**src/logic/ppe_pkg.sv**
```systemverilog
package ppe_pkg;

  // ---------------------------------------------------------------
  // Sizes
  // ---------------------------------------------------------------
  localparam int N_OUT = 3;
  localparam int N_CAP = 2;
  localparam int N_PIN = 2;
  localparam int ADDR_W = 12;

  // ---------------------------------------------------------------
  // Register byte offsets
  // ---------------------------------------------------------------
  localparam logic [ADDR_W-1:0] OFF_UNIT_SEL = 12'h520;
  localparam logic [ADDR_W-1:0] OFF_IRQ_STATUS = 12'h528;
  localparam logic [ADDR_W-1:0] OFF_UNIT_CTRL = 12'h52c;
  localparam logic [ADDR_W-1:0] OFF_IRQ_MASK = 12'h5f0;

  // ---------------------------------------------------------------
  // Unit select fields
  // ---------------------------------------------------------------
  localparam int SEL_OUT_LSB = 0;
  localparam int SEL_CAP_BIT = 8;
  localparam int SEL_PIN_BIT = 16;
  localparam logic [31:0] SEL_WMASK = 32'h000f_0f03;
  localparam logic [31:0] SEL_RESET = 32'h0000_0000;
  localparam logic [1:0] OUT_SEL_RSVD = 2'h3;

  // ---------------------------------------------------------------
  // Interrupt status and mask fields
  // ---------------------------------------------------------------
  localparam int STAT_OUT_LSB = 16;
  localparam int STAT_CAP_LSB = 0;

  // ---------------------------------------------------------------
  // Unit control fields
  // ---------------------------------------------------------------
  localparam int CTL_COMB_SEL = 8;
  localparam int CTL_PIN_LEVEL = 7;
  localparam int CTL_PIN_DIR = 6;
  localparam int CTL_CAP_IRQ_EN = 5;
  localparam int CTL_ACTIVE = 4;
  localparam int CTL_ARM = 3;
  localparam int CTL_SOFT_CLEAR = 2;

  typedef struct packed {
    logic [N_OUT-1:0] out;
    logic [N_CAP-1:0] cap;
  } ppe_irq_t;

  typedef enum logic {
    BUS_IDLE,
    BUS_RESP
  } ppe_bus_st_t;

endpackage

```
**src/logic/ppe_ctrl.sv**
```systemverilog
// What this block does
// - Summary interrupt output is the OR of all status bits.
// - Output unit status bits sit at 18:16, one per unit.
// - Output unit status sets only when its completion notify enable is on.
// - Capture unit status bits sit at 1:0, one per unit.
// - Capture status sets only while that unit's control bit 5 is 1.
// - Status bits reset to 0, read 1 on event, software clears them.
// - Control fields are routed by unit select bits 1:0, 8 and 16.
// - Control bit 8 picks combinational or flopped pin output, reset flopped.
// - Control bit 7 shows the selected pin's present input level.
// - Control bit 6 set makes the pin a capture input, else output.
// - Control bit 4 reads 1 while the output unit runs without error.
// - Writing bit 3 arms the unit; it self-clears when the event fires.
// - Writing 1 to bit 2 returns the selected output unit to defaults.
// - An output unit's late error clears whenever its arm bit clears.
// - Output select 00, 01, 10 pick units 0..2; 11 is reserved.
//
// Local design decision: the APB slave port.
`timescale 1ns/1ps
`default_nettype none

module ppe_ctrl
  import ppe_pkg::*;
(
  input wire logic clock_i,
  input wire logic arst_n_i,
  input wire logic psel_i,
  input wire logic penable_i,
  input wire logic pwrite_i,
  input wire logic [ADDR_W-1:0] paddr_i,
  input wire logic [31:0] pwdata_i,
  output logic [31:0] prdata_o,
  output logic pready_o,
  output logic pslverr_o,
  input wire logic [N_OUT-1:0] completion_notify_enable_i,
  input wire logic [N_OUT-1:0] out_event_done_i,
  input wire logic [N_OUT-1:0] out_event_late_i,
  input wire logic [N_CAP-1:0] capture_event_i,
  input wire logic [N_PIN-1:0] pin_level_i,
  output logic [N_PIN-1:0] pin_direction_select_o,
  output logic [N_PIN-1:0] pin_comb_out_sel_o,
  output logic [N_OUT-1:0] out_arm_o,
  output logic [N_OUT-1:0] out_active_o,
  output logic [N_OUT-1:0] event_unit_soft_clear_o,
  output logic irq_summary_o,
  output logic irq_o
);

  // ---------------------------------------------------------------
  // Pin input synchronisers
  // ---------------------------------------------------------------
  logic [N_PIN-1:0] pin_lvl_q;

  for (genvar p = 0; p < N_PIN; p++) begin : g_sync
    logic [2:0] sync_q;
    logic lvl_d;
    always_comb begin
      lvl_d = pin_lvl_q[p];
      if (sync_q[1] == sync_q[2]) begin
        lvl_d = sync_q[2];
      end
    end
    always_ff @(posedge clock_i or negedge arst_n_i) begin
      if (!arst_n_i) begin
        sync_q <= 3'h0;
        pin_lvl_q[p] <= 1'b0;
      end else begin
        sync_q <= {sync_q[1:0], pin_level_i[p]};
        pin_lvl_q[p] <= lvl_d;
      end
    end
  end

  // ---------------------------------------------------------------
  // Bus slave and register state
  // ---------------------------------------------------------------
  ppe_bus_st_t st_q, st_d;
  logic [31:0] sel_q, sel_d;
  ppe_irq_t stat_q, stat_d, mask_q, mask_d;
  logic [N_OUT-1:0] arm_q, arm_d, err_q, err_d, act_q, act_d, sclr_q, sclr_d;
  logic [N_CAP-1:0] cap_en_q, cap_en_d;
  logic [N_PIN-1:0] dir_q, dir_d, comb_q, comb_d;
  logic [31:0] rdata_q, rdata_d;
  logic slverr_q, slverr_d, ready_q, ready_d;
  logic summ_q, summ_d, irq_q, irq_d;
  logic commit, wr, rd, ctl_wr;
  logic [1:0] osel;
  logic csel, psel_pin;
  ppe_irq_t set_v, clr_v;

  assign osel = sel_q[SEL_OUT_LSB +: 2];
  assign csel = sel_q[SEL_CAP_BIT];
  assign psel_pin = sel_q[SEL_PIN_BIT];
  // A write or read-clear takes effect only on the edge that ends the access.
  assign commit = (st_q == BUS_RESP) && psel_i && penable_i;
  assign wr = commit && pwrite_i;
  assign rd = commit && !pwrite_i;
  assign ctl_wr = wr && (paddr_i == OFF_UNIT_CTRL);

  always_comb begin
    st_d = st_q;
    ready_d = 1'b0;
    rdata_d = rdata_q;
    slverr_d = 1'b0;
    if (st_q == BUS_IDLE) begin
      if (psel_i && penable_i) begin
        st_d = BUS_RESP;
        ready_d = 1'b1;
        rdata_d = 32'h0000_0000;
        if (paddr_i == OFF_UNIT_SEL) begin
          rdata_d = sel_q;
        end else if (paddr_i == OFF_IRQ_STATUS) begin
          rdata_d[STAT_OUT_LSB +: N_OUT] = stat_q.out;
          rdata_d[STAT_CAP_LSB +: N_CAP] = stat_q.cap;
        end else if (paddr_i == OFF_IRQ_MASK) begin
          rdata_d[STAT_OUT_LSB +: N_OUT] = mask_q.out;
          rdata_d[STAT_CAP_LSB +: N_CAP] = mask_q.cap;
        end else if (paddr_i == OFF_UNIT_CTRL) begin
          rdata_d[CTL_COMB_SEL] = comb_q[psel_pin];
          rdata_d[CTL_PIN_LEVEL] = pin_lvl_q[psel_pin];
          rdata_d[CTL_PIN_DIR] = dir_q[psel_pin];
          rdata_d[CTL_CAP_IRQ_EN] = cap_en_q[csel];
          if (osel != OUT_SEL_RSVD) begin
            rdata_d[CTL_ACTIVE] = act_q[osel];
            rdata_d[CTL_ARM] = arm_q[osel];
          end
        end else begin
          slverr_d = 1'b1;
        end
      end
    end else begin
      st_d = BUS_IDLE;
    end
  end

  // ---------------------------------------------------------------
  // Control fields, output units and interrupt status
  // ---------------------------------------------------------------
  always_comb begin
    sel_d = sel_q;
    mask_d = mask_q;
    dir_d = dir_q;
    comb_d = comb_q;
    cap_en_d = cap_en_q;
    arm_d = arm_q;
    err_d = err_q;
    sclr_d = '0;
    set_v = '0;
    clr_v = '0;
    if (wr && (paddr_i == OFF_UNIT_SEL)) begin
      sel_d = pwdata_i & SEL_WMASK;
    end
    if (wr && (paddr_i == OFF_IRQ_MASK)) begin
      mask_d.out = pwdata_i[STAT_OUT_LSB +: N_OUT];
      mask_d.cap = pwdata_i[STAT_CAP_LSB +: N_CAP];
    end
    if (ctl_wr) begin
      dir_d[psel_pin] = pwdata_i[CTL_PIN_DIR];
      comb_d[psel_pin] = pwdata_i[CTL_COMB_SEL];
      cap_en_d[csel] = pwdata_i[CTL_CAP_IRQ_EN];
    end
    for (int i = 0; i < N_OUT; i++) begin
      if (out_event_done_i[i] && arm_q[i]) begin
        arm_d[i] = 1'b0;
      end
      if (ctl_wr && (osel == i[1:0])) begin
        arm_d[i] = pwdata_i[CTL_ARM];
        if (pwdata_i[CTL_SOFT_CLEAR]) begin
          arm_d[i] = 1'b0;
          sclr_d[i] = 1'b1;
        end
      end
      err_d[i] = arm_d[i] && (err_q[i] || (arm_q[i] && out_event_late_i[i]));
      set_v.out[i] = arm_q[i] && (out_event_done_i[i] || out_event_late_i[i])
                     && completion_notify_enable_i[i];
    end
    set_v.cap = capture_event_i & cap_en_q;
    if (rd && (paddr_i == OFF_IRQ_STATUS)) begin
      // Only the bits returned by this read are cleared, so an event that lands
      // between the data capture and the end of the access is kept.
      clr_v.out = rdata_q[STAT_OUT_LSB +: N_OUT];
      clr_v.cap = rdata_q[STAT_CAP_LSB +: N_CAP];
    end else if (wr && (paddr_i == OFF_IRQ_STATUS)) begin
      clr_v.out = pwdata_i[STAT_OUT_LSB +: N_OUT];
      clr_v.cap = pwdata_i[STAT_CAP_LSB +: N_CAP];
    end
    // A new event in the clearing cycle keeps its bit set.
    stat_d = set_v | (stat_q & ~clr_v);
    act_d = arm_d & ~err_d;
    summ_d = |stat_d;
    irq_d = |(stat_d & mask_d);
  end

  always_ff @(posedge clock_i or negedge arst_n_i) begin
    if (!arst_n_i) begin
      st_q <= BUS_IDLE;
      ready_q <= 1'b0;
      rdata_q <= 32'h0000_0000;
      slverr_q <= 1'b0;
      sel_q <= SEL_RESET;
      mask_q <= '0;
      stat_q <= '0;
      dir_q <= '0;
      comb_q <= '0;
      cap_en_q <= '0;
      arm_q <= '0;
      err_q <= '0;
      act_q <= '0;
      sclr_q <= '0;
      summ_q <= 1'b0;
      irq_q <= 1'b0;
    end else begin
      st_q <= st_d;
      ready_q <= ready_d;
      rdata_q <= rdata_d;
      slverr_q <= slverr_d;
      sel_q <= sel_d;
      mask_q <= mask_d;
      stat_q <= stat_d;
      dir_q <= dir_d;
      comb_q <= comb_d;
      cap_en_q <= cap_en_d;
      arm_q <= arm_d;
      err_q <= err_d;
      act_q <= act_d;
      sclr_q <= sclr_d;
      summ_q <= summ_d;
      irq_q <= irq_d;
    end
  end

  assign prdata_o = rdata_q;
  assign pready_o = ready_q;
  assign pslverr_o = slverr_q;
  assign pin_direction_select_o = dir_q;
  assign pin_comb_out_sel_o = comb_q;
  assign out_arm_o = arm_q;
  assign out_active_o = act_q;
  assign event_unit_soft_clear_o = sclr_q;
  assign irq_summary_o = summ_q;
  assign irq_o = irq_q;
endmodule

`default_nettype wire

```
**config.mk**
```make
export PLATFORM = sky130hd
export DESIGN_NAME = ppe_ctrl
export DESIGN_NICKNAME = d
export VERILOG_FILES = /design/src/logic/ppe_pkg.sv /design/src/logic/ppe_ctrl.sv
export SDC_FILE = /design/constraint.sdc
export NUM_CORES = 1
export LEC_CHECK = 0
export BUFFER_PORTS_ARGS = -buffer_cell sky130_fd_sc_hd__buf_2
export CORE_UTILIZATION = 25
export CTS_BUF_LIST = sky130_fd_sc_hd__clkbuf_4 sky130_fd_sc_hd__clkbuf_8
export DETAILED_ROUTE_END_ITERATION = 16
export PLACE_DENSITY = 0.56
export SLEW_MARGIN = 20
export SYNTH_ARGS = -nofsm -noshare
export SYNTH_HDL_FRONTEND = slang
export SYNTH_SLANG_ARGS = --single-unit
export TNS_END_PERCENT = 5
```
**constraint.sdc**
```tcl
create_clock -name clock_i -period 5.6 [get_ports clock_i]
set_input_delay 1.12 -clock clock_i [delete_from_list [all_inputs] [get_ports clock_i]]
set_output_delay 1.12 -clock clock_i [all_outputs]
set_load 0.05 [all_outputs]
```
==> reports/qor.yml <==
postCtsSetupBuffers: 0
seq_area_frac_synth_pct: 55.8
netlist_instances: 257
slew_headroom_pct: 44.8
ys_ff_latch: 65
synthTopCellsByArea: "dfrtp_1 (56%), mux2_2 (8.5%), buf_4 (4.4%), nand2_1 (3.7%), mux2i_1 (2.4%)"
grt_max_degree: 66
netlist.area_leader.share_pct: 55.8
htree_levels: 3
post-dp-hpwl_mm: 5.20
cp_max_fo: 11
synthFlopType: "dfrtp_1"
antenna_found_initial: 1
core_um2: 11400
drtAntennaViolNets: 0
rsz0062_at_grt: "false"
final_cell_mix: "buf_2 (75), dfrtp_1 (65), nand2_1 (29)"
hold_viol_final: 0
cts_tree: "yes"
top_layer: "met5"
period_needed_ns: 3.03
setup_viol: 0
cts.sinks: 65
rows: 39
cts_resized: 0
p_per_area_nw_per_um2: 275
fmax_mhz: 330
n_fill_cell: 1196
period_share_pct: 54.2
slowest_stage: "and3_1"
max_stage_delay_ns: 0.63
gp_congestion: 0.824
port_buffers: 75
wl_per_cell_um: 14.6
critical_path_class: "in2reg"
syn_area_um2: 2910
mostFrequentLayoutCell: "buf_2"
cp_num_buf_inv: 1
yosysWarnings: 0
cp_top_family: "simple AND/OR/NAND/NOR gates"
required_ns: 5.82
synth_edf_count: 0
final.setup_skew_ns: 0.00860
die-area_um2: 12100
die_w_um: 110
hp-class: "reg2reg"
tightestPinTransition_ns: 0.828
wl_met2_mm: 3.31
avgSynthCellArea_um2: 11.3
globalRouteOverflowTotal: 0
layout-drive-gt1-share_pct: 35.9
netlist-cell-type-count: 41
routed-wl-met3_um: 584
whs_ns: 0.350
numCtsBuffers: 9
leakage_nw: 1.85
fin_util_pct: 31.2
track_usage_pct: 12.7
cts_hold_buf: 0
area_delta_synth_final_pct: 21.8
drtIter0Drc: 173
cp_data_arrival_time_ns: 3.25
drcViolationCount: 0
cts-root-buf: "clkbuf_8"
yosys.area.top_type: "dfrtp_1"
wl_mm: 7.02
grt_pass1_wl_mm: 11.2
cts_buffer_depth: 2
outcome: "complete, no violations"
nets: 394
path_cells: "buf_2, nor3_1, nand2_1, nor3_2, and3_1, mux2_2"
first_pass_iters: 4
die_h_um: 110
ys_async_sr_fraction_pct: 100
ioPinCount: 111
clk_latency_ns: 0.34
cts.clk_slew.worst_paths_ns: 0.07
end_kind: "register"
peakVddDrop_v: 0.000115
grt_pass1_vias: 2190
dr_total_vias: 2150
maxSlewViolCount: 0
setup_tns_ns: 0
vias_per_cell: 4.48
m1WireLength_mm: 3.05
diodes: 0
initial_core_util_pct: 25.6
maxCapViolations: 0
critPathLaunchType: "input port"
sequential cells by signal, summed over array words and instances, names as in the netlist:
name,count
prdata_o,15
sel_q,10
g_sync.sync_q,6
mask_q,5
stat_q,5
err_q,3
event_unit_soft_clear_o,3
out_active_o,3
out_arm_o,3
cap_en_q,2
pin_comb_out_sel_o,2
pin_direction_select_o,2
pin_lvl_q,2
irq_o,1
irq_summary_o,1
pready_o,1
pslverr_o,1
metrics by stage:
stage / cells / area, um^2 / total power [W] / setup WS [ns]
3_3_place_gp: 464 / 3350 / 0.000590 / 2.19
6_report: 480 / 3550 / 0.000975 / 2.57
2_1_floorplan: 273 / 2970 / 0.000560 / 2.70
4_1_cts: 480 / 3550 / 0.000991 / 2.54
5_1_grt: 480 / 3550 / 0.00102 / 2.43
3_5_place_dp: 464 / 3350 / 0.000592 / 2.17
cells by family (layout without fill, tap and decap cells):
| family | count (synthesis) | count (layout) | synth area share [%] |
|---|---|---|---|
| buf+inv | 39 | 103 | 7.81 |
| other cells | 1 | 17 | 0.129 |
| simple gates | 82 | 82 | 14.8 |
| flops | 65 | 65 | 55.8 |
| mux | 32 | 32 | 12.3 |
| fa+ha+maj | 2 | 2 | 0.687 |
| compound gates | 36 | 36 | 8.46 |
worst paths after layout:
| path | from | end | slack, ns | cells after the start |
|---|---|---|---|---|
| worst max register to register | pready_o | irq_o | 3.49 | 5 |
| max in group asynchronous | arst_n_i | pin_direction_select_o[0] | 4.10 | 2 |
| min in group asynchronous | arst_n_i | event_unit_soft_clear_o[1] | 0.96 | 2 |
| worst max-delay path | paddr_i[1] | sel_q[10] | 2.57 | 6 |
| worst min-delay path | g_sync[1].sync_q[0] | g_sync[1].sync_q[1] | 0.35 | 0 |
| worst min register to register | g_sync[1].sync_q[0] | g_sync[1].sync_q[1] | 0.35 | 0 |
metal layers:
metal  up-vias  GRT usage (%)
met5         -              0
met4         2           3.43
met3        11           5.69
met2        76           20.1
met1      1042           15.5
li1       1019              -
Yosys cell counts, types with 7 or more instances:
| cell | count |
|---|---|
| nand3_1 | 12 |
| clkbuf_1 | 8 |
| nand2_1 | 29 |
| mux2i_1 | 7 |
| inv_1 | 10 |
| nor2b_1 | 8 |
| o21ai_0 | 8 |
| mux2_2 | 22 |
| a21oi_1 | 7 |
| buf_4 | 17 |
| dfrtp_1 | 65 |
| nor2_1 | 11 |
layout make-up:
class | instances | area [um^2] | share of cell area, %
clock buffers | 11 | 139 | 3.91
clock inverters | 5 | 56.3 | 1.59
inverters | 10 | 37.5 | 1.06
multi-input cells | 169 | 1120 | 31.6
flip-flops and latches | 65 | 1630 | 45.8
well taps | 143 | 179 | 5.04
repair buffers | 77 | 390 | 11.0
report_power, final:
part / internal (W) / switching [W]
logic: 0.0000246 / 0.0000740
clock network: 0.000215 / 0.000179
registers: 0.000478 / 0.00000500
Power figures use the tool's default switching activity.
